**config.mk**
```make
export PLATFORM = sky130hd
export DESIGN_NAME = reset_source_supervisor
export DESIGN_NICKNAME = d
export VERILOG_FILES = /design/src/hdl/reset_supervisor_pkg.sv /design/src/hdl/reset_source_supervisor.sv
export SDC_FILE = /design/constraint.sdc
export NUM_CORES = 1
export LEC_CHECK = 0
export BUFFER_PORTS_ARGS = -buffer_cell sky130_fd_sc_hd__clkbuf_2
export CAP_MARGIN = 10
export CORE_MARGIN = 3
export CORE_UTILIZATION = 49
export DETAILED_ROUTE_END_ITERATION = 8
export GPL_ROUTABILITY_DRIVEN = 0
export PLACE_DENSITY = 0.76
export SYNTH_ARGS = -nofsm -noshare
export SYNTH_HDL_FRONTEND = slang
export SYNTH_SLANG_ARGS = --single-unit
```
**constraint.sdc**
```tcl
create_clock -name ref_clk_in -period 2.1 [get_ports ref_clk_in]
set_input_delay 0.42 -clock ref_clk_in [delete_from_list [all_inputs] [get_ports ref_clk_in]]
set_output_delay 0.42 -clock ref_clk_in [all_outputs]
set_load 0.01 [all_outputs]
```
**src/hdl/reset_supervisor_pkg.sv**
```systemverilog
package reset_supervisor_pkg;

  // register addresses
  localparam logic [7:0] SUPPLY_CTRL_ADDR = 8'hff;
  localparam logic [7:0] RESET_SRC_ADDR = 8'hef;

  // supply_monitor_control fields
  localparam int DIG_MON_EN_BIT = 7;
  localparam int DIG_STATUS_BIT = 6;
  localparam int DIG_WARN_BIT = 5;
  localparam int DIG_IRQ_EN_BIT = 4;
  localparam int BAT_MON_EN_BIT = 3;
  localparam int BAT_STATUS_BIT = 2;
  localparam int BAT_WARN_BIT = 1;
  localparam int BAT_IRQ_EN_BIT = 0;

  // reset_source_register fields
  localparam int RTC_BIT = 7;
  localparam int FLASH_BIT = 6;
  localparam int COMP_BIT = 5;
  localparam int SW_BIT = 4;
  localparam int WDOG_BIT = 3;
  localparam int CLK_BIT = 2;
  localparam int POWER_BIT = 1;
  localparam int PIN_BIT = 0;

  // reset values
  localparam logic DIG_MON_EN_RST = 1'b1;
  localparam logic BAT_MON_EN_RST = 1'b0;
  localparam logic IRQ_EN_RST = 1'b0;
  localparam logic [7:0] POWER_ONLY = 8'h02;

  // timing
  localparam int CLK_PERIOD_NS = 10;
  localparam int CLOCK_LOSS_US = 100;
  localparam int CLOCK_LOSS_CYCLES_DEF = (CLOCK_LOSS_US * 1000 + CLK_PERIOD_NS - 1) / CLK_PERIOD_NS;
  localparam logic [3:0] WDOG_DIV_LAST = 4'hb;
  localparam logic [8:0] WDOG_TIMEOUT_TICKS = 9'h100;
  localparam logic [2:0] HOLD_LAST = 3'h3;

  typedef enum logic {ST_RUN, ST_HOLD} sup_state_e;

  typedef struct packed {
    logic wr;
    logic rd;
    logic [7:0] addr;
    logic [7:0] wdata;
  } bus_req_s;

  typedef struct packed {
    logic dig_above_rst;
    logic dig_above_warn;
    logic bat_above_rst;
    logic bat_above_warn;
  } supply_s;

  typedef struct packed {
    logic write;
    logic read;
    logic fetch;
    logic blocked;
    logic [16:0] addr;
    logic [16:0] lock_addr;
  } flash_req_s;

endpackage

```
**src/hdl/reset_source_supervisor.sv**
```systemverilog
`timescale 1ns/1ps
// Contract
// - supply control bit 7 enables digital monitor, read-write, resets to 1
// - bit 6 reads live digital supply status against the reset threshold
// - bit 5 reads digital early warning against the warning threshold
// - bit 4 enables the digital early-warning interrupt, resets to 0
// - bit 3 enables the battery supply monitor, resets to 0
// - bit 2 reads battery supply status against the reset threshold
// - bit 1 reads battery early warning, 1 when above warning threshold with the battery monitor enabled
// - bit 0 enables the battery early-warning interrupt, resets to 0
// - low external reset pin resets the device in every mode
// - pin reset sets reset source bit 0 on exit
// - clock stuck at one level over 100 us causes a reset
// - reset source bit 2 flags clock-loss reset; writes enable the detector
// - clock-loss reset suppressed in low power; enable state kept
// - bit 5 enables comparator reset when positive input below negative
// - comparator reset works in low power only when also a wake source
// - watchdog enabled at system clock over 12 after any reset
// - watchdog reset suppressed in low power; enable state kept
// - illegal flash access resets the device
// - flash error reset sets reset source bit 6
// - bit 7 enables real-time-clock alarm or oscillator-fail reset, also low power
// - writing 1 to bit 4 forces reset; non-power resets leave pin undriven
// - power and supply-monitor resets drive the reset pin low
// - bit 1 reads 1 after power or supply-monitor reset
// - reset source register sits at address 0xef
module reset_source_supervisor #(
  parameter logic [13:0] CLOCK_LOSS_CYCLES = 14'(reset_supervisor_pkg::CLOCK_LOSS_CYCLES_DEF)
) (
  input wire logic ref_clk_in,
  input wire logic rst_n_in,
  input wire logic ce_in,
  input wire reset_supervisor_pkg::bus_req_s bus_req_in,
  output logic [7:0] rdata_out,
  input wire reset_supervisor_pkg::supply_s supply_in,
  input wire reset_supervisor_pkg::flash_req_s flash_req_in,
  input wire logic ext_rst_n_in,
  output logic rst_pin_out,
  output logic rst_pin_oe_out,
  input wire logic low_power_in,
  input wire logic system_clock_level_in,
  input wire logic comp_out_in,
  input wire logic comp_wake_en_in,
  input wire logic wdog_kick_in,
  input wire logic wdog_disable_in,
  input wire logic rtc_alarm_in,
  input wire logic rtc_osc_fail_in,
  output logic sys_reset_out,
  output logic digital_warn_irq_out,
  output logic battery_warn_irq_out
);
  import reset_supervisor_pkg::*;

  typedef struct packed {
    sup_state_e st;
    logic [7:0] cause;
    logic [7:0] flags;
    logic dig_mon_en;
    logic bat_mon_en;
    logic dig_irq_en;
    logic bat_irq_en;
    logic power_rst_en;
    logic clk_loss_en;
    logic comp_en;
    logic rtc_en;
    logic [13:0] clk_loss_cnt;
    logic clk_level;
    logic [3:0] wdog_div;
    logic [8:0] wdog_cnt;
    logic wdog_en;
    logic [2:0] hold_cnt;
    logic [7:0] rdata;
    logic sys_reset;
    logic pin_oe;
    logic dig_irq;
    logic bat_irq;
  } state_s;

  localparam state_s STATE_RESET = '{
    st: ST_HOLD, cause: POWER_ONLY, flags: 8'h00,
    dig_mon_en: DIG_MON_EN_RST, bat_mon_en: BAT_MON_EN_RST,
    dig_irq_en: IRQ_EN_RST, bat_irq_en: IRQ_EN_RST, power_rst_en: 1'b1,
    clk_loss_en: 1'b0, comp_en: 1'b0, rtc_en: 1'b0,
    clk_loss_cnt: 14'h0000, clk_level: 1'b0, wdog_div: 4'h0, wdog_cnt: 9'h000,
    wdog_en: 1'b1, hold_cnt: 3'h0, rdata: 8'h00, sys_reset: 1'b1,
    pin_oe: 1'b1, dig_irq: 1'b0, bat_irq: 1'b0
  };

  state_s s_q;
  state_s s_d;
  logic power_lvl;
  logic pin_lvl;
  logic wr_ctrl;
  logic wr_src;
  logic [7:0] ev;

  function automatic logic flash_illegal(input flash_req_s f, input logic mon_en);
    logic above;
    above = f.addr > f.lock_addr;
    flash_illegal = (f.write & (above | ~mon_en)) | (f.read & above) | (f.fetch & above) |
                    ((f.write | f.read | f.fetch) & f.blocked);
  endfunction

  function automatic logic [7:0] read_mux(input logic [7:0] addr, input state_s s,
                                          input supply_s sup);
    logic [7:0] v;
    v = 8'h00;
    if (addr == SUPPLY_CTRL_ADDR) begin
      v[DIG_MON_EN_BIT] = s.dig_mon_en;
      v[DIG_STATUS_BIT] = sup.dig_above_rst;
      v[DIG_WARN_BIT] = sup.dig_above_warn;
      v[DIG_IRQ_EN_BIT] = s.dig_irq_en;
      v[BAT_MON_EN_BIT] = s.bat_mon_en;
      // battery comparators are powered down while the monitor is off
      v[BAT_STATUS_BIT] = sup.bat_above_rst & s.bat_mon_en;
      v[BAT_WARN_BIT] = sup.bat_above_warn & s.bat_mon_en;
      v[BAT_IRQ_EN_BIT] = s.bat_irq_en;
    end else if (addr == RESET_SRC_ADDR) begin
      v = s.flags;
    end
    read_mux = v;
  endfunction

  // supply monitors trip only while awake; sleep keeps their enables untouched
  assign power_lvl = ~low_power_in &
                     ((s_q.dig_mon_en & s_q.power_rst_en & ~supply_in.dig_above_rst) |
                      (s_q.bat_mon_en & ~supply_in.bat_above_rst));
  // our own pin drive must not read back as an external reset
  assign pin_lvl = ~ext_rst_n_in & ~s_q.pin_oe;
  assign wr_ctrl = bus_req_in.wr & (bus_req_in.addr == SUPPLY_CTRL_ADDR) & (s_q.st == ST_RUN);
  assign wr_src = bus_req_in.wr & (bus_req_in.addr == RESET_SRC_ADDR) & (s_q.st == ST_RUN);

  always_comb begin
    ev = 8'h00;
    ev[PIN_BIT] = pin_lvl;
    ev[POWER_BIT] = power_lvl;
    ev[CLK_BIT] = s_q.clk_loss_en & ~low_power_in &
                  (s_q.clk_loss_cnt >= CLOCK_LOSS_CYCLES);
    ev[WDOG_BIT] = s_q.wdog_en & ~low_power_in &
                   (s_q.wdog_cnt == WDOG_TIMEOUT_TICKS);
    ev[SW_BIT] = wr_src & bus_req_in.wdata[SW_BIT];
    ev[COMP_BIT] = s_q.comp_en & ~comp_out_in & (~low_power_in | comp_wake_en_in);
    ev[FLASH_BIT] = flash_illegal(flash_req_in, s_q.dig_mon_en);
    ev[RTC_BIT] = s_q.rtc_en & (rtc_alarm_in | rtc_osc_fail_in);
  end

  always_comb begin
    s_d = s_q;
    s_d.rdata = 8'h00;
    if (bus_req_in.rd) begin
      s_d.rdata = read_mux(bus_req_in.addr, s_q, supply_in);
    end
    s_d.dig_irq = s_q.dig_irq_en & s_q.dig_mon_en & ~supply_in.dig_above_warn;
    s_d.bat_irq = s_q.bat_irq_en & s_q.bat_mon_en & ~supply_in.bat_above_warn;
    // clock-loss watch: cycles since the sampled system clock last toggled
    s_d.clk_level = system_clock_level_in;
    if (system_clock_level_in != s_q.clk_level) begin
      s_d.clk_loss_cnt = 14'h0000;
    end else if (s_q.clk_loss_cnt < CLOCK_LOSS_CYCLES) begin
      s_d.clk_loss_cnt = s_q.clk_loss_cnt + 14'h0001;
    end
    // watchdog prescaler freezes in low power so the count resumes on wake
    if (wdog_kick_in) begin
      s_d.wdog_cnt = 9'h000;
      s_d.wdog_div = 4'h0;
    end else if (s_q.wdog_en & ~low_power_in) begin
      if (s_q.wdog_div == WDOG_DIV_LAST) begin
        s_d.wdog_div = 4'h0;
        if (s_q.wdog_cnt != WDOG_TIMEOUT_TICKS) begin
          s_d.wdog_cnt = s_q.wdog_cnt + 9'h001;
        end
      end else begin
        s_d.wdog_div = s_q.wdog_div + 4'h1;
      end
    end
    if (wdog_disable_in) begin
      s_d.wdog_en = 1'b0;
    end
    unique case (s_q.st)
      ST_RUN: begin
        if (wr_ctrl) begin
          s_d.dig_mon_en = bus_req_in.wdata[DIG_MON_EN_BIT];
          s_d.dig_irq_en = bus_req_in.wdata[DIG_IRQ_EN_BIT];
          s_d.bat_mon_en = bus_req_in.wdata[BAT_MON_EN_BIT];
          s_d.bat_irq_en = bus_req_in.wdata[BAT_IRQ_EN_BIT];
        end
        if (wr_src) begin
          s_d.rtc_en = bus_req_in.wdata[RTC_BIT];
          s_d.comp_en = bus_req_in.wdata[COMP_BIT];
          s_d.clk_loss_en = bus_req_in.wdata[CLK_BIT];
          s_d.power_rst_en = bus_req_in.wdata[POWER_BIT];
        end
        if (|ev) begin
          s_d.st = ST_HOLD;
          s_d.cause = ev[POWER_BIT] ? POWER_ONLY : ev;
          s_d.sys_reset = 1'b1;
          s_d.pin_oe = ev[POWER_BIT];
          s_d.hold_cnt = 3'h0;
        end
      end
      ST_HOLD: begin
        // comparator, RTC, clock-loss and interrupt enables held cleared, watchdog held enabled and both counters zeroed while in reset
        s_d.comp_en = 1'b0;
        s_d.rtc_en = 1'b0;
        s_d.clk_loss_en = 1'b0;
        s_d.dig_irq_en = IRQ_EN_RST;
        s_d.bat_irq_en = IRQ_EN_RST;
        s_d.wdog_en = 1'b1;
        s_d.wdog_cnt = 9'h000;
        s_d.wdog_div = 4'h0;
        s_d.clk_loss_cnt = 14'h0000;
        if (s_q.cause[POWER_BIT]) begin
          // monitor enables change only on power-class resets
          s_d.dig_mon_en = DIG_MON_EN_RST;
          s_d.bat_mon_en = BAT_MON_EN_RST;
          s_d.power_rst_en = 1'b1;
        end
        if (power_lvl) begin
          s_d.cause = POWER_ONLY;
          s_d.pin_oe = 1'b1;
          s_d.hold_cnt = 3'h0;
        end else if (pin_lvl) begin
          s_d.hold_cnt = 3'h0;
        end else if (s_q.hold_cnt == HOLD_LAST) begin
          s_d.st = ST_RUN;
          s_d.flags = s_q.cause;
          s_d.sys_reset = 1'b0;
          s_d.pin_oe = 1'b0;
        end else begin
          s_d.hold_cnt = s_q.hold_cnt + 3'h1;
        end
      end
    endcase
  end

  always_ff @(posedge ref_clk_in) begin
    if (!rst_n_in) begin
      s_q <= STATE_RESET;
    end else if (ce_in) begin
      s_q <= s_d;
    end
  end

  assign rdata_out = s_q.rdata;
  assign rst_pin_out = 1'b0;
  assign rst_pin_oe_out = s_q.pin_oe;
  assign sys_reset_out = s_q.sys_reset;
  assign digital_warn_irq_out = s_q.dig_irq;
  assign battery_warn_irq_out = s_q.bat_irq;

  logic rd_ctrl;
  logic rd_src;
  assign rd_ctrl = bus_req_in.rd && (bus_req_in.addr == SUPPLY_CTRL_ADDR);
  assign rd_src = bus_req_in.rd && (bus_req_in.addr == RESET_SRC_ADDR);
endmodule // reset_source_supervisor

```
==> flow_summary.json <==
{
  "status": "complete, no violations",
  "hp-class": "input pin to flip-flop",
  "end_kind": "flip-flop",
  "drt.antenna.violating_nets": 0,
  "hpwl_um": 6755,
  "synth_edf_count": 0,
  "period_needed_ns": 2.085,
  "cts_tree": "done",
  "max_freq_mhz": 479.5,
  "grt_pass1_wl_um": 14920,
  "antenna_cells": 0,
  "netlist_instances": 457,
  "met1_length_um": 3955,
  "start_util_pct": 51.33,
  "hold_violations": 0,
  "core_mm2": 0.007408,
  "reg2reg_slack_ns": 0.01,
  "clock-sinks": 69,
  "synth_seq_cells": 69,
  "r2r_cells": 10,
  "avgSynthCellArea_um2": 8.320,
  "layout-drive-gt1-share_pct": 29.37,
  "grt_pass1_vias": 3348,
  "grt_antenna_before_repair": 0,
  "grt-ovfl-total": 0,
  "drt_iter0_drc": 108,
  "fp.dieH_um": 94.09,
  "setup_viol": 0,
  "numCtsBuffers": 9,
  "dieArea_mm2": 0.008853,
  "arrival_ns": 2.32,
  "h-tree-depth": 3,
  "ff_latch_area_mm2": 0.001386,
  "die_w_um": 94.09,
  "cts_root_buf": "clkbuf_8",
  "std_cell_rows": 31,
  "track_usage_pct": 20.93,
  "synthDistinctLibCells": 56,
  "hold_depth": 4,
  "ios": 85,
  "dp_slack_ns": -0.3030,
  "vias": 3554,
  "drt-pass1-iter-count": 5,
  "top_layer": "met4",
  "clockBufferDepth": 2,
  "met3WireLength_um": 613,
  "finClkSkew_ns": 0.008396,
  "powerDensity_mw_per_mm2": 629.6,
  "p_leak_nw": 2.150,
  "remaining_drc_errors": 0,
  "portBuffers": 82,
  "cts_hold_buf": 0,
  "multiInputGateArea_mm2": 0.002272,
  "clock_latency_ns": 0.35,
  "wl_per_cell_um": 13.69,
  "critPathLaunchType": "flip-flop",
  "grt_max_degree": 50,
  "fin_tns_setup_ns": 0,
  "worst_slack_ns": 0.01462,
  "grt_setup_unrepaired": "true",
  "wl_met2_um": 4468,
  "async_reset_ff_share_pct": 0,
  "vdd_ir_drop_max_uv": 273.1,
  "drt_wl_total_um": 9188,
  "final.fill_count": 624,
  "clkTransAtPathRegs_ns": 0.07,
  "cp.required_ns": 2.33,
  "synth_nets": 553,
  "ys_seq_area_share_pct": 36.33,
  "avgViaCountPerCell": 5.297,
  "syn_to_final_growth_pct": 28.56,
  "syn-cell-area_mm2": 0.003802,
  "yosys_warnings": 0,
  "crit_type": "flip-flop to flip-flop",
  "maxCapViolations": 0,
  "slew_violations": 0,
  "worstPathMaxFanout": 3,
  "fin_crit_sh_pct": 99.30,
  "synth_ff_type": "dfxtp_1",
  "final_nets": 663
}
-- logic make-up (layout without fill, tap and decap cells) --
family / after synthesis / in the layout / synth area share (%)
AO/OA/AOI/OAI: 90 / 90 / 15.04
AND/OR/NAND/NOR: 185 / 185 / 25.90
flip-flops: 69 / 69 / 36.33
multiplexers: 19 / 19 / 5.002
other: 1 / 1 / 0.09862
XOR/XNOR: 15 / 15 / 3.455
adder cells (fa/ha/maj): 24 / 24 / 7.897
buffers and inverters: 54 / 169 / 6.285
-- layer usage --
| layer | global-route usage (%) | up-vias |
|---|---|---|
| li1 | - | 1813 |
| met1 | 26.11 | 1617 |
| met2 | 35.19 | 110 |
| met3 | 5.048 | 14 |
| met4 | 7.100 | 0 |
| met5 | 0 | - |
-- path summary, 6_finish.rpt --
check / start / to
min reg2reg: s_q[14] / s_q[14]
max: s_q[16] / s_q[62]
max reg2reg: s_q[16] / s_q[62]
min: wdog_disable_in / s_q[15]
-- registers in the layout (all words and copies together), names as in the netlist --
name	cells
digital_warn_irq_out	1
s_q	57
battery_warn_irq_out	1
rdata_out	8
rst_pin_oe_out	1
sys_reset_out	1
-- Yosys cell counts (all sizes together) (6+ instances only) --
library cell | instances | area, um2
inv | 30 | 112.6
buf | 13 | 85.08
nor2 | 35 | 133.9
nand3 | 17 | 85.08
o22ai | 7 | 43.79
xor2 | 13 | 113.9
nor2b | 24 | 150.1
mux2i | 19 | 190.2
ha | 24 | 300.3
or3 | 8 | 50.05
nand4 | 14 | 87.58
nand2 | 44 | 165.2
dfxtp | 69 | 1381
and3 | 8 | 50.05
o21ai | 22 | 110.1
nor3 | 6 | 30.03
a21oi | 35 | 190.2
clkbuf | 10 | 37.54
-- area by class of cell --
cell class                      instances  area share, %
Clock buffer                           10          2.611
Timing Repair Buffer                  122          14.87
Clock inverter                          6          2.764
Inverter                               31          2.380
Tap cell                               99          2.534
Sequential cell                        69          28.36
Multi-Input combinational cell        334          46.48
-- repair_timing --
item,4_1_cts,5_1_grt
gates resized for setup,8,12
buffers inserted,3,2
endpoints found under the setup margin,15,21
pin swaps,7,10
-- worst max-delay path: stages (launching register included) --
cell and delay, ns:
dfxtp_2 0.35, inv_2 0.04, ha_1 0.19, nor4b_4 0.14, nand3_1 0.11, nand3_2 0.08, or4b_4 0.55, a21oi_4 0.20
a211oi_4 0.06, buf_6 0.13, mux2i_1 0.11
-- power by group --
part / switching (W) / internal, W / total, W
sequential: 0.0000101 / 0.00132 / 0.00133
combinational: 0.000170 / 0.000158 / 0.000328
clock: 0.000511 / 0.000909 / 0.00142
total: 0.000691 / 0.00239 / 0.00308
-- through the flow --
stage	cells	area (um2)	utilization [%]	total power [W]	hold slack (ns)
3_5_place_dp	650	4499	60.73	0.001674	0.4537
4_1_cts	669	4817	65.02	0.003083	0.3642
2_1_floorplan	457	3812	-	0.001533	0.4277
5_1_grt	671	4888	65.99	0.003200	0.3861
6_report	671	4888	65.99	0.003078	0.3603
3_3_place_gp	650	4499	60.73	0.001664	0.4406
-- cell usage in the layout (no fill, tap or decap), drive strengths merged, types with 22 or more instances in the layout --
cell / instances
a21oi: 35
buf: 40
clkbuf: 92
dfxtp: 69
ha: 24
inv: 30
nand2: 44
nor2: 35
nor2b: 24
o21ai: 22
Note: power is estimated with default switching activity, not from simulation.
